**config.mk**
```make
export PLATFORM = sky130hd
export DESIGN_NAME = pap_access_timer
export DESIGN_NICKNAME = d
export VERILOG_FILES = /design/src/pap_pkg.sv /design/src/pap_access_timer.sv /design/src/pap_ce_div.sv
export SDC_FILE = /design/constraint.sdc
export NUM_CORES = 1
export LEC_CHECK = 0
export BUFFER_PORTS_ARGS = -buffer_cell sky130_fd_sc_hd__buf_2
export CAP_MARGIN = 15
export CELL_PAD_IN_SITES_DETAIL_PLACEMENT = 1
export CELL_PAD_IN_SITES_GLOBAL_PLACEMENT = 2
export CORE_MARGIN = 8
export CORE_UTILIZATION = 36
export DETAILED_ROUTE_END_ITERATION = 8
export GPL_TIMING_DRIVEN = 1
export HOLD_SLACK_MARGIN = 0.03
export PLACE_DENSITY = 0.9
export SLEW_MARGIN = 20
export SYNTH_ARGS = -nofsm -noshare
export SYNTH_HDL_FRONTEND = slang
export SYNTH_SLANG_ARGS = --single-unit
```
**constraint.sdc**
```tcl
create_clock -name clk_sys -period 13.8 [get_ports clk_sys]
set_clock_uncertainty 0.15 [all_clocks]
set_input_delay 2.76 -clock clk_sys [delete_from_list [all_inputs] [get_ports clk_sys]]
set_output_delay 2.76 -clock clk_sys [all_outputs]
set_load 0.005 [all_outputs]
```
**src/pap_pkg.sv**
```systemverilog
// constants for the peripheral access wait-state timer
package pap_pkg;

  localparam int PAP_NREG = 25;

  // cycle unit of each region
  localparam logic [1:0] PAP_UNIT_SYS   = 2'h0;
  localparam logic [1:0] PAP_UNIT_FAST  = 2'h1;
  localparam logic [1:0] PAP_UNIT_SLOW  = 2'h2;
  localparam logic [1:0] PAP_UNIT_FLASH = 2'h3;

  // access size codes
  localparam logic [1:0] PAP_SIZE_BYTE = 2'h0;
  localparam logic [1:0] PAP_SIZE_HALF = 2'h1;
  localparam logic [1:0] PAP_SIZE_WORD = 2'h2;

  // region indices with a width-dependent surcharge
  localparam logic [4:0] PAP_IDX_SERIAL_IF  = 5'h0F;
  localparam logic [4:0] PAP_IDX_SERIAL_PER = 5'h10;
  localparam logic [5:0] PAP_WIDE_EXTRA     = 6'h02;

  // unmapped addresses answer after this many system cycles
  localparam logic [5:0] PAP_UNMAPPED_CYC = 6'h02;

  // divider reset value and ratio meaning equal clocks
  localparam logic [3:0] PAP_DIV_RESET = 4'h0;
  localparam logic [3:0] PAP_DIV_EQUAL = 4'h1;

  localparam logic [31:0] PAP_LO [PAP_NREG] = '{
    32'h4000_0000, 32'h4000_8000, 32'h4001_E000, 32'h4001_E400, 32'h4008_0000,
    32'h4008_2000, 32'h4008_4000, 32'h4008_A000, 32'h4009_0000, 32'h4009_4000,
    32'h4009_2000, 32'h400A_8000, 32'h400E_0000, 32'h400E_8000, 32'h4010_8000,
    32'h4011_8000, 32'h4011_A000, 32'h4016_1000, 32'h4016_9000, 32'h4017_0000,
    32'h6400_0000, 32'h6400_0010, 32'h6400_0014, 32'h6400_0804, 32'h407F_C000};
  localparam logic [31:0] PAP_HI [PAP_NREG] = '{
    32'h4000_6FFF, 32'h4001_CFFF, 32'h4001_E3FF, 32'h4001_E5FF, 32'h4008_0FFF,
    32'h4008_3FFF, 32'h4008_4FFF, 32'h4008_AFFF, 32'h4009_3FFF, 32'h4009_4FFF,
    32'h4009_FFFF, 32'h400A_9FFF, 32'h400E_0FFF, 32'h400E_8FFF, 32'h4010_9FFF,
    32'h4011_8FFF, 32'h4011_AFFF, 32'h4016_1FFF, 32'h4016_9FFF, 32'h4017_2FFF,
    32'h6400_000F, 32'h6400_0013, 32'h6400_0037, 32'h6400_0807, 32'h407F_EFFF};
  localparam logic [1:0] PAP_UNIT [PAP_NREG] = '{
    2'h0, 2'h0, 2'h0, 2'h2, 2'h2, 2'h2, 2'h2, 2'h2, 2'h2, 2'h2, 2'h2, 2'h2, 2'h2,
    2'h2, 2'h1, 2'h1, 2'h1, 2'h1, 2'h1, 2'h1, 2'h1, 2'h1, 2'h1, 2'h1, 2'h3};
  // counts with equal clocks
  localparam logic [4:0] PAP_RD_EQ [PAP_NREG] = '{
    5'h02, 5'h04, 5'h05, 5'h09, 5'h05, 5'h05, 5'h05, 5'h05, 5'h06, 5'h04, 5'h05,
    5'h05, 5'h05, 5'h07, 5'h05, 5'h05, 5'h05, 5'h06, 5'h07, 5'h05, 5'h05, 5'h19,
    5'h05, 5'h04, 5'h03};
  localparam logic [4:0] PAP_WR_EQ [PAP_NREG] = '{
    5'h02, 5'h03, 5'h04, 5'h08, 5'h04, 5'h04, 5'h04, 5'h04, 5'h05, 5'h03, 5'h04,
    5'h04, 5'h04, 5'h04, 5'h04, 5'h04, 5'h04, 5'h04, 5'h04, 5'h04, 5'h0E, 5'h06,
    5'h0E, 5'h03, 5'h03};
  // upper counts with the system clock faster than the unit clock
  localparam logic [4:0] PAP_RD_FAST [PAP_NREG] = '{
    5'h02, 5'h04, 5'h05, 5'h08, 5'h05, 5'h05, 5'h05, 5'h05, 5'h06, 5'h04, 5'h05,
    5'h05, 5'h05, 5'h07, 5'h05, 5'h05, 5'h05, 5'h06, 5'h07, 5'h05, 5'h05, 5'h19,
    5'h05, 5'h04, 5'h03};
  localparam logic [4:0] PAP_WR_FAST [PAP_NREG] = '{
    5'h02, 5'h03, 5'h04, 5'h08, 5'h04, 5'h04, 5'h04, 5'h04, 5'h05, 5'h03, 5'h04,
    5'h04, 5'h04, 5'h04, 5'h04, 5'h04, 5'h04, 5'h04, 5'h04, 5'h04, 5'h0E, 5'h05,
    5'h0E, 5'h03, 5'h03};
  // regions whose count is only a minimum, stretched by the flash link
  localparam logic [PAP_NREG-1:0] PAP_RD_OPEN = 25'h020_0000;
  localparam logic [PAP_NREG-1:0] PAP_WR_OPEN = 25'h070_0000;

endpackage

```
**src/pap_access_timer.sv**
```systemverilog
// wait-state timer between the internal bus and the peripheral regions
//
// Operation
// controller range takes 2 system cycles for reads and writes.
// cpu/debug/cache range reads take 4, writes 3 system cycles.
// lower system control range reads take 5, writes 4 system cycles.
// upper system control range timed in slow clock, 9/8 equal, up to 8 faster.
// port range slow clock, 5 read 4 write, faster 2-5 and 2-4.
// event/clock/watchdog range slow clock, 5/4, faster 3-5 and 2-4.
// first serial bus device range slow clock, 6/5, faster 3-6 and 3-5.
// second serial bus device range slow clock, 4/3, faster 1-4 and 1-3.
// low-power timer range slow clock, 7 read 4 write, faster reads 5-7.
// pwm timer range fast clock, 7 read 4 write, faster reads 4-7.
// crypto range fast clock, 6 read 4 write, faster reads 3-6.
// converter range fast clock, 5 read 4 write, faster 2-5 and 2-4.
// flash link data reads at least 25, writes at least 6 or 5.
// flash link control writes at least 14, reads 5 fast cycles.
// flash link misc register 4 read 3 write, faster 1-4 and 1-3.
// data flash range timed in flash clock, 3 each, faster 2-3.
// fractional unit counts: lower bound truncated, upper bound rounded up.
// sixteen-bit serial interface register accesses add 2 cycles.
// 32-bit serial peripheral data access adds 2 cycles.
// open-ended flash link counts stretch with the link's bus cycles.
// faster system clock adds at least one peripheral cycle of sync.
// masters must not touch reserved addresses; no guarantee there.
// write counts are for non-bufferable writes, requester waits.
// completion acknowledge held until selected count elapses in its clock.
// ratio set chosen from static clock ratio configuration inputs.
`timescale 1ns/10ps
module pap_access_timer (
  input  wire logic        clk_sys,
  input  wire logic        reset_n,
  input  wire logic        req_valid,
  input  wire logic [31:0] req_addr,
  input  wire logic        req_write,
  input  wire logic [1:0]  req_size,
  input  wire logic [3:0]  fast_periph_div,
  input  wire logic [3:0]  slow_periph_div,
  input  wire logic [3:0]  flash_div,
  input  wire logic        qspi_busy,
  output logic             req_ready,
  output logic             ack,
  output logic             err
);

  typedef enum logic [0:0] {
    PAP_IDLE = 1'b0,
    PAP_WAIT = 1'b1
  } pap_state_t;

  pap_state_t  state;
  pap_state_t  next_state;
  logic [5:0]  cnt;
  logic [5:0]  next_cnt;
  logic [1:0]  cur_unit;
  logic [1:0]  next_cur_unit;
  logic        cur_open;
  logic        next_cur_open;
  logic        cur_err;
  logic        next_cur_err;
  logic        next_ack;
  logic        next_err;
  logic        next_req_ready;

  logic [3:0]  div_cfg [3];
  logic [2:0]  unit_ce;
  logic        hit;
  logic [4:0]  idx;
  logic [3:0]  sel_div;
  logic        fast_ratio;
  logic [5:0]  need;
  logic        open_end;
  logic        cur_ce;

  assign div_cfg[0] = fast_periph_div;
  assign div_cfg[1] = slow_periph_div;
  assign div_cfg[2] = flash_div;

  // one enable per divided clock; the system clock needs none
  genvar g;
  generate
    for (g = 0; g < 3; g++) begin : gen_div
      pap_ce_div u_div (
        .clk_sys (clk_sys),
        .reset_n (reset_n),
        .div     (div_cfg[g]),
        .ce      (unit_ce[g])
      );
    end
  endgenerate

  // enable of a given cycle unit
  function automatic logic unit_enable(input logic [1:0] unit, input logic [2:0] ces);
    unit_enable = (unit == pap_pkg::PAP_UNIT_SYS) ? 1'b1 : ces[unit - 2'h1];
  endfunction

  // lowest index wins where ranges overlap
  function automatic logic [5:0] region_of(input logic [31:0] addr);
    region_of = 6'h00;
    for (int i = pap_pkg::PAP_NREG - 1; i >= 0; i--) begin
      if (addr >= pap_pkg::PAP_LO[i] && addr <= pap_pkg::PAP_HI[i]) begin
        region_of = {1'b1, 5'(i)};
      end
    end
  endfunction

  always_comb begin
    {hit, idx} = region_of(req_addr);
    case (pap_pkg::PAP_UNIT[idx])
      pap_pkg::PAP_UNIT_FAST:  sel_div = fast_periph_div;
      pap_pkg::PAP_UNIT_SLOW:  sel_div = slow_periph_div;
      pap_pkg::PAP_UNIT_FLASH: sel_div = flash_div;
      default:                 sel_div = pap_pkg::PAP_DIV_EQUAL;
    endcase
    // static ratio picks equal or faster-system count set
    fast_ratio = (sel_div > pap_pkg::PAP_DIV_EQUAL);
    if (req_write) begin
      need = {1'b0, fast_ratio ? pap_pkg::PAP_WR_FAST[idx] : pap_pkg::PAP_WR_EQ[idx]};
      open_end = pap_pkg::PAP_WR_OPEN[idx];
    end else begin
      need = {1'b0, fast_ratio ? pap_pkg::PAP_RD_FAST[idx] : pap_pkg::PAP_RD_EQ[idx]};
      open_end = pap_pkg::PAP_RD_OPEN[idx];
    end
    // wide serial registers carry a surcharge in the unit clock
    if (idx == pap_pkg::PAP_IDX_SERIAL_IF && req_size == pap_pkg::PAP_SIZE_HALF) begin
      need = 6'(need + pap_pkg::PAP_WIDE_EXTRA);
    end
    if (idx == pap_pkg::PAP_IDX_SERIAL_PER && req_size == pap_pkg::PAP_SIZE_WORD) begin
      need = 6'(need + pap_pkg::PAP_WIDE_EXTRA);
    end
    if (!hit) begin
      need = pap_pkg::PAP_UNMAPPED_CYC;
      open_end = 1'b0;
    end
    cur_ce = unit_enable(cur_unit, unit_ce);
  end

  always_comb begin
    next_state = state;
    next_cnt = cnt;
    next_cur_unit = cur_unit;
    next_cur_open = cur_open;
    next_cur_err = cur_err;
    next_ack = 1'b0;
    next_err = 1'b0;
    next_req_ready = req_ready;
    case (state)
      PAP_IDLE: begin
        if (req_valid) begin
          next_state = PAP_WAIT;
          next_cnt = need;
          // unmapped accesses are timed as system cycles and flagged
          next_cur_unit = hit ? pap_pkg::PAP_UNIT[idx] : pap_pkg::PAP_UNIT_SYS;
          next_cur_open = open_end;
          next_cur_err = !hit;
          next_req_ready = 1'b0;
        end
      end
      PAP_WAIT: begin
        // whole unit edges only: bounds land on integer counts
        if (cur_ce) begin
          if (cnt == 6'h01) begin
            // minimum reached; open counts also wait for the link
            if (!(cur_open && qspi_busy)) begin
              next_state = PAP_IDLE;
              next_ack = 1'b1;
              next_err = cur_err;
              next_req_ready = 1'b1;
            end
          end else begin
            next_cnt = 6'(cnt - 6'h01);
          end
        end
      end
      default: begin
        next_state = PAP_IDLE;
        next_req_ready = 1'b1;
      end
    endcase
  end

  always_ff @(posedge clk_sys) begin
    if (!reset_n) begin
      state <= PAP_IDLE;
      cnt <= 6'h00;
      cur_unit <= pap_pkg::PAP_UNIT_SYS;
      cur_open <= 1'b0;
      cur_err <= 1'b0;
      ack <= 1'b0;
      err <= 1'b0;
      req_ready <= 1'b1;
    end else begin
      state <= next_state;
      cnt <= next_cnt;
      cur_unit <= next_cur_unit;
      cur_open <= next_cur_open;
      cur_err <= next_cur_err;
      ack <= next_ack;
      err <= next_err;
      req_ready <= next_req_ready;
    end
  end

  // helper state watched only by the checks below
  logic [15:0] lat;
  logic [4:0]  a_idx;
  logic        a_wr;
  logic        a_fast;
  logic [5:0]  a_need;
  logic [3:0]  a_div;
  logic        a_hit;
  logic        a_half;

  always_ff @(posedge clk_sys) begin
    if (!reset_n) begin
      lat <= 16'h0000;
      a_idx <= 5'h00;
      a_wr <= 1'b0;
      a_fast <= 1'b0;
      a_need <= 6'h00;
      a_div <= 4'h1;
      a_hit <= 1'b0;
      a_half <= 1'b0;
    end else if (state == PAP_IDLE && req_valid) begin
      lat <= 16'h0000;
      a_idx <= idx;
      a_wr <= req_write;
      a_fast <= fast_ratio;
      a_need <= need;
      a_div <= (sel_div == 4'h0) ? 4'h1 : sel_div;
      a_hit <= hit;
      a_half <= (req_size == pap_pkg::PAP_SIZE_HALF);
    end else if (state == PAP_WAIT) begin
      lat <= 16'(lat + 16'h0001);
    end
  end
endmodule

```
**src/pap_ce_div.sv**
```systemverilog
// one-cycle clock-enable divider for a peripheral or flash clock rate
`timescale 1ns/10ps
module pap_ce_div (
  input  wire logic       clk_sys,
  input  wire logic       reset_n,
  input  wire logic [3:0] div,
  output logic            ce
);

  logic [3:0] cnt;
  logic [3:0] next_cnt;
  logic [3:0] last;

  always_comb begin
    // a ratio of zero is treated as equal clocks
    last = (div == 4'h0) ? 4'h0 : 4'(div - 4'h1);
    ce = (cnt >= last);
    next_cnt = ce ? 4'h0 : 4'(cnt + 4'h1);
  end

  always_ff @(posedge clk_sys) begin
    if (!reset_n) begin
      cnt <= pap_pkg::PAP_DIV_RESET;
    end else begin
      cnt <= next_cnt;
    end
  end

endmodule

```
# Word level (Yosys, flattened, before mapping)
# Memory sizes are Yosys's and may differ from the RTL's.
# Cells that the tools add are included.
[op_classes] n_addsub=10 magnitude_cmp=57 eq_ne=13 n_mux=68 n_bitwise=5 n_reduce_logical=41
[op_table] operator="$ge A32 B31 Y1 const B" count=25
[op_table] operator="$le A32 B31 Y1 const B" count=25
[op_table] operator="$mux W6" count=31
[op_table] operator="$mux W5" count=11
[op_table] operator="$logic_and A1 B1 Y1" count=28
[op_table] operator="$mux W1" count=15
[op_table] operator="$add A4 B1 Y4 const B" count=3
[op_table] operator="$add A6 B2 Y6 const B" count=2
[op_table] operator="$ge A4 B4 Y1" count=3
[op_table] operator="$logic_not A4 Y1" count=3
[op_table] operator="$mux W4" count=3
[op_table] operator="$pmux W4 S3" count=1
[op_table] operator="$pmux W6 S2" count=1
[op_table] operator="$sub A4 B1 Y4 const B" count=3
[op_table] operator="$reduce_and A4 Y1" count=2
[op_table] operator="$eq A2 B2 Y1 const B" count=3
[op_table] operator="$eq A6 B1 Y1 const B" count=1
[op_table] operator="$ge A6 B6 Y1 const B" count=1
[op_table] operator="$lt A5 B6 Y1 const B" count=1
[op_table] operator="$mux W2" count=3
[op_table] operator="$ne A2 B2 Y1 const B" count=3
[op_table] operator="$not A5 Y6" count=1
[op_table] operator="$reduce_or A2 Y1" count=3
[op_table] operator="$sub A6 B1 Y6 const B" count=1
[op_table] operator="other kinds (15)" count=21
[word_totals] regBits=26 mem_bits_ro=768 input_bits=51 out_inout_bits=3 wordCells=212 mem_count=7
[memory_table] name="(no name shown)" words=32 word_bits=5 read_ports=1 rd_ports_with_merged_regs=0 wr=0 line_no="pap_access_timer.sv:121" text="need = {1'b0, fast_ratio ? pap_pkg::PAP_RD_FAST[idx] : pap_pkg::PAP_RD_EQ[idx]};"
[memory_table] name="(no name shown)" words=32 word_bits=5 read_ports=1 rd_ports_with_merged_regs=0 wr=0 line_no="pap_access_timer.sv:121"
[memory_table] name="(no name shown)" words=32 word_bits=5 read_ports=1 rd_ports_with_merged_regs=0 wr=0 line_no="pap_access_timer.sv:118" text="need = {1'b0, fast_ratio ? pap_pkg::PAP_WR_FAST[idx] : pap_pkg::PAP_WR_EQ[idx]};"
[memory_table] name="(no name shown)" words=32 word_bits=5 read_ports=1 rd_ports_with_merged_regs=0 wr=0 line_no="pap_access_timer.sv:118"
[memory_table] name="(no name shown)" words=32 word_bits=2 read_ports=1 rd_ports_with_merged_regs=0 wr=0 line_no="pap_access_timer.sv:153" text="next_cur_unit = hit ? pap_pkg::PAP_UNIT[idx] : pap_pkg::PAP_UNIT_SYS;"
[memory_table] name="(no name shown)" words=32 word_bits=1 read_ports=1 rd_ports_with_merged_regs=0 wr=0 line_no="pap_access_timer.sv:122" text="open_end = pap_pkg::PAP_RD_OPEN[idx];"
[memory_table] name="+1 memories"

# Depth between registers and ports, before layout
[logic_depth] word_depth=43 ltp_mapped=24 depth_no_buf=23

# Modules after synthesis
# From an unflattened synthesis, not the netlist that was laid out.
[hier_totals] hier_cells=507 hier_area_um2=3621.0
[modules_own_cells] module="pap_access_timer" instances=1 cells_each=414 area_each_um2=2762.6 seq_area_each_um2=280.3
[modules_own_cells] module="pap_ce_div (gen_div[0].u_div ...)" instances=2 cells_each=31 area_each_um2=285.3 seq_area_each_um2=80.1
[modules_own_cells] module="pap_ce_div (gen_div[2].u_div)" instances=1 cells_each=31 area_each_um2=287.8 seq_area_each_um2=80.1

# Least setup slack after synthesis
# No wires, ideal clock.
[synth_path] kind="in2reg" from="input req_addr[29]" to="register cnt[2]" arrival_time_ns=7.168 path_slack_ns=6.363 path_stages=21 path_buffers=1 cell_sequence="buf_2 -> or4_1 -> nor3_1 -> nand2_1 -> a222oi_1 -> a31oi_1 -> or3b_2 -> inv_1 -> ha_1 -> or2_2 -> a21oi_1 -> a31oi_1 -> o21a_1 -> o21a_1 -> ha_1 -> nand2b_1 -> and2_1 -> ha_1 -> o311a_1 -> nand3_1 -> o21ai_1"
[synth_between] elab_chain_len=43
[synth_rtl] item="from (decl)" line_no="pap_access_timer.sv:34" text="input wire logic [31:0] req_addr,"
[synth_rtl] item="$ge A32 B31 Y1 / $le A32 B31 Y1 (equally long branches)" line_no="pap_access_timer.sv:101" text="if (addr >= pap_pkg::PAP_LO[i] && addr <= pap_pkg::PAP_HI[i]) begin"
[synth_rtl] item="$logic_and A1 B1 Y1" line_no="pap_access_timer.sv:101"
[synth_rtl] item="$mux W6 (24 in series)" line_no="pap_access_timer.sv:101"
[synth_rtl] item="$mux W6 (*)" line_no="pap_access_timer.sv:101"
[synth_rtl] item="$not A5 Y6 (implied by the code)" line_no="pap_access_timer.sv:109, pap_access_timer.sv:118, pap_access_timer.sv:121"
[synth_rtl] item="$mem_v2 Z32 W2"
[synth_rtl] item="$mux W2 (2 in series)"
[synth_rtl] item="$eq A2 B2 Y1 / $eq A2 B1 Y1 (equally long branches)" line_no="pap_access_timer.sv:109" text="case (pap_pkg::PAP_UNIT[idx])"
[synth_rtl] item="(+3 left out)"
[synth_rtl] item="$mux W5" line_no="pap_access_timer.sv:117" text="if (req_write) begin"
[synth_rtl] item="$add A6 B2 Y6" line_no="pap_access_timer.sv:126" text="need = 6'(need + pap_pkg::PAP_WIDE_EXTRA);"
[synth_rtl] item="$mux W6" line_no="pap_access_timer.sv:125" text="if (idx == pap_pkg::PAP_IDX_SERIAL_IF && req_size == pap_pkg::PAP_SIZE_HALF) begin"
[synth_rtl] item="$add A6 B2 Y6" line_no="pap_access_timer.sv:129" text="need = 6'(need + pap_pkg::PAP_WIDE_EXTRA);"
[synth_rtl] item="$mux W6" line_no="pap_access_timer.sv:128" text="if (idx == pap_pkg::PAP_IDX_SERIAL_PER && req_size == pap_pkg::PAP_SIZE_WORD) begin"
[synth_rtl] item="$mux W6 (*)" line_no="pap_access_timer.sv:131" text="if (!hit) begin"
[synth_rtl] item="$mux W6 (*)" line_no="pap_access_timer.sv:149" text="if (req_valid) begin"
[synth_rtl] item="$pmux W6 S2 (*)" line_no="pap_access_timer.sv:147" text="case (state)"
[synth_rtl] item="to (signal assigned)" line_no="pap_access_timer.sv:194" text="cnt <= next_cnt;"
[synth_rtl] item="to (decl)" line_no="pap_access_timer.sv:53" text="logic [5:0] cnt;"
# Every way passes the cells marked *; elsewhere a longest branch is shown, timed or not. The select of a mux whose other input is x is not followed.
# A chain may end at the register's enable or synchronous reset.

# Worst setup path after layout
[layout_path] from="input req_addr[23]" to="register cnt[2]"
# The elaborated chain is that of the path after synthesis.

==> metrics.sh <==
CLOCK-ROOT-BUFFER='clkbuf_8'
R2R_SLACK_NS=10.82
CTS_SETUP_BUFFERS=0
POSTSYNTHAREAPERCELL_SQ_UM=7.302
DETAIL_ROUTE.VIAS_PER_CELL=6.267
REQUIRED_NS=13.82
REGTOREGSTARTPOINT='gen_div[0].u_div.cnt[0]$_SDFF_PP0_'
GLOBALROUTE.TOTALOVERFLOW=0
YS_SEQ_ELEMENTS=26
FRACTION_OF_FINAL_LAYOUT_CELLS_WITH_DRIVE_STRENGTH_GREATER_THAN_1_PCT=17.38
NUMPORTBUFFERS=53
PERIOD_SHARE_PCT=57.57
YOSYSWARNINGS=0
FINAL_NETS=617
POST-ROUTE-UTIL_PCT=40.57
POWER_DENSITY_nW_PER_UM2=57.46
ROUTE.DETAILED.WL_PER_INST_MICRONS=20.07
GLOBALROUTETOTALUTIL_PCT=18.95
SYNTH-SEQ-AREA-SHARE_PCT=14.06
CP-END-KIND='flip-flop'
MAXSLEWVIOLCOUNT=0
CRITICAL_PATH.MAX_FANOUT=7
TIMING.MAX_CAP.VIOLATIONS=0
CTS_MAX_LEVEL=1
AREA_GROWTH_PCT=11.08
MAX-SLEW-MARGIN-REL_PCT=37.50
SYNTHFLOPTYPE='dfxtp_1'
START_UTIL_PCT=36.52
SYNTH.LIB_CELLS_USED.DISTINCT=89
SETUP_TOTAL_NEGATIVE_SLACK_NS=0
GRT_MAX_DEGREE=27
TIGHTEST_SLEW_NS=0.9351
CHIPHEIGHT_MICRONS=117.4
P_TOTAL_mW=0.2363
HOLD_PATH_DEPTH=1
POST_CTS_HOLD_BUFFER_COUNT=0
ASYNCSETRESETFLOPFRACSYNTH_PCT=0
TOTAL_LEAKAGE_POWER_nW=1.592
TRITONCTS='done'
HPWLAFTERDP_MICRONS=10900
WORST_IR_DROP_VDD_mV=0.03709
CTS_CLK_PIN_SLEW_WORST_PATHS_NS=0.09
FILLERS=1300
HOLD-PATH-ENDPOINT='req_ready$_SDFFE_PN1P_'
ROUTABILITYCONGESTION=0.9561
SYNTH_ENABLE_FLOP_CELLS=0
FLOORPLAN.DIE.WIDTH_MICRONS=117.4
SYNTH_AREA_SQ_UM=3702
TIMING.CRITICAL_PATH.ARRIVAL_NS=7.96
DETAIL_ROUTE.FIRST_PASS.ITERATIONS=5
GRT_PASS1_VIAS=4263
SYNTH_FP_NETS=582
RSZ0062_AT_GRT='no'
CRIT-REG2REG-CAPTURE='cnt[0]$_SDFFE_PN0P_'
GRT_ANTENNA_BEFORE_REPAIR=0
CLKSINKCOUNT=26
FMAX_GHz=0.1259
WORST-SETUP-PATH-TYPE='in -> reg'
FINALHOLDVIOLCOUNT=0
WORST_R2R_PATH_DEPTH=12
NUMCTSBUFFERS=3
NUM_ANTENNA_CELLS=0
ROW_COUNT=37
DETAILEDROUTE.FIRSTITERATIONVIOLATIONS=253
DRT-TOTAL-WL_MICRONS=13590
WORST_HOLD_PATH_TYPE='reg -> reg'
CTS_REPAIR_RESIZE_COUNT=0
DETAILROUTE.VIA_COUNT=4243
POST-ROUTE-DRC-COUNT=0
HP-START='req_ready$_SDFFE_PN1P_'
PERIOD_MINUS_SLACK_NS=7.945
WORSTSKEWPAIRLATENCY_NS=0.27
HOLD-WORST-SLACK_NS=0.3055
POSTSYNTHCELLCOUNT=507
CTS_MAX_PATH_BUFFERS=2
REPORT.FINAL.SETUP_VIOL=0
RUN_STATUS='finished clean'
DIE_AREA_SQ_UM=13790
POSTROUTEANTENNANETS=0
DESIGN.CORE.AREA_SQ_UM=10140
CP-START-KIND='input pin'
GLOBAL_ROUTE_WIRE_LENGTH_BEFORE_REPAIR_MICRONS=22360
IOS=54
==> synthesized netlist by cell type, types with 4 or more instances <==
library cell	n	area, sq um
dfxtp_1	26	520.5
ha_1	24	300.3
and2_1	7	43.79
a21o_1	11	82.58
nor4_1	9	56.30
nand3b_1	6	45.04
a31oi_1	5	31.28
nor2_1	59	221.5
or4_1	4	30.03
nand4b_1	4	35.03
xnor2_1	4	35.03
inv_1	14	52.55
nand4_1	18	112.6
o21ai_0	20	100.1
a21oi_1	24	120.1
nand3_1	24	120.1
buf_2	5	25.02
xor2_1	4	35.03
and4_1	5	43.79
a21boi_0	4	30.03
or2_2	5	31.28
nor4b_1	8	70.07
nand2b_1	13	81.33
nor2b_1	4	25.02
or3_1	9	56.30
nand2_1	31	116.4
and3_1	11	68.82
nor4bb_1	4	40.04
o22ai_1	4	25.02
a211oi_1	9	67.56
nor3b_1	7	52.55
clkbuf_1	18	67.56
nor3_1	22	110.1
==> cell usage in the layout, fill, tap and decap left out, types with 4 or more instances in the layout <==
cell type,synthesis,layout
a211oi_1,9,9
a21boi_0,4,4
a21o_1,11,11
a21oi_1,24,24
a31oi_1,5,5
and2_1,7,7
and3_1,11,11
and4_1,5,5
buf_2,5,53
dfxtp_1,26,26
ha_1,24,24
inv_1,14,14
nand2_1,31,31
nand2b_1,13,13
nand3_1,24,24
nand3b_1,6,6
nand4_1,18,18
nand4b_1,4,4
nor2_1,59,59
nor2b_1,4,4
nor3_1,22,22
nor3b_1,7,7
nor4_1,9,9
nor4b_1,8,8
nor4bb_1,4,4
o21ai_0,20,20
o22ai_1,4,4
or2_2,5,5
or3_1,9,9
or4_1,4,4
xnor2_1,4,4
xor2_1,4,4
==> report_power, final <==
part | switching [mW] | total [mW] | internal, mW
sequential | 0.00658 | 0.0880 | 0.0814
clock | 0.0254 | 0.0642 | 0.0388
combinational | 0.0498 | 0.0842 | 0.0343
total | 0.0818 | 0.236 | 0.155
==> worst max-delay path by stage <==
stage / start / endpoint / slack, ns / cells after the start
floorplan: req_addr[29] / cnt[2]$_SDFFE_PN0P_ / 6.36 / 21
global placement: req_addr[23] / cnt[2]$_SDFFE_PN0P_ / 5.76 / 23
detailed placement: req_addr[23] / cnt[2]$_SDFFE_PN0P_ / 5.64 / 23
CTS: req_addr[23] / cnt[2]$_SDFFE_PN0P_ / 5.93 / 23
global route: req_addr[23] / cnt[2]$_SDFFE_PN0P_ / 5.60 / 23
finish: req_addr[23] / cnt[2]$_SDFFE_PN0P_ / 5.85 / 23
==> kinds of logic after synthesis <==
logic type      Yosys count  synth area share [%]
fa+ha+maj                24                 8.111
simple gates            277                 45.25
compound gates          131                 25.48
flops                    26                 14.06
buf+inv                  38                 4.224
xor+xnor                  8                 1.892
mux                       3                0.9799
==> through the flow <==
step | instances | setup WS (ns) | instance area (sq um)
after global routing | 677 | 5.599 | 4113
final | 677 | 5.855 | 4113
after CTS | 677 | 5.933 | 4113
after global placement | 673 | 5.759 | 4041
after floorplan | 507 | 6.363 | 3702
after detailed placement | 673 | 5.641 | 4041
==> sequential cells by signal (all words and copies together), names as in the netlist <==
name and count:
cur_open 1, state 1, cur_err 1, ack 1
req_ready 1, cur_unit 2, err 1, gen_div.u_div.cnt 12
cnt 6
==> area by class of cell <==
type	count	area [sq um]	area share, %
Tap cell	136	170.2	4.138
Inverter	14	52.55	1.278
Clock buffer	3	41.29	1.004
Clock inverter	1	30.03	0.7301
Multi-Input combinational cell	443	3025	73.56
Timing Repair Buffer	54	272.8	6.632
Sequential cell	26	520.5	12.66
==> layer usage <==
layer  global-route usage, %  vias to the layer above  part of all wire (%)
li1                        -                     2036                     -
met1                   25.93                     2051                    47
met2                   30.76                      132                    46
met3                   2.638                       24                   5.0
met4                   3.893                        0                   1.7
met5                       0                        -                     0
==> worst max-delay path, stage by stage <==
cell and delay [ns]:
buf_2 0.12, nor4_2 0.70, nand4_2 0.31, nand2_1 0.23, o21ai_0 0.11, and3_1 0.19
o21ai_0 0.24, a31oi_1 0.12, or3b_2 0.50, ha_1 0.29, a211oi_1 0.26, nand3_1 0.13
o21bai_1 0.16, mux2_4 0.18, o211ai_2 0.13, nor2_2 0.16, ha_1 0.24, nand2b_1 0.16
and2_1 0.19, ha_1 0.28, o311a_1 0.35, nand3_1 0.08, o21ai_1 0.06
Power figures use the tool's default switching activity.
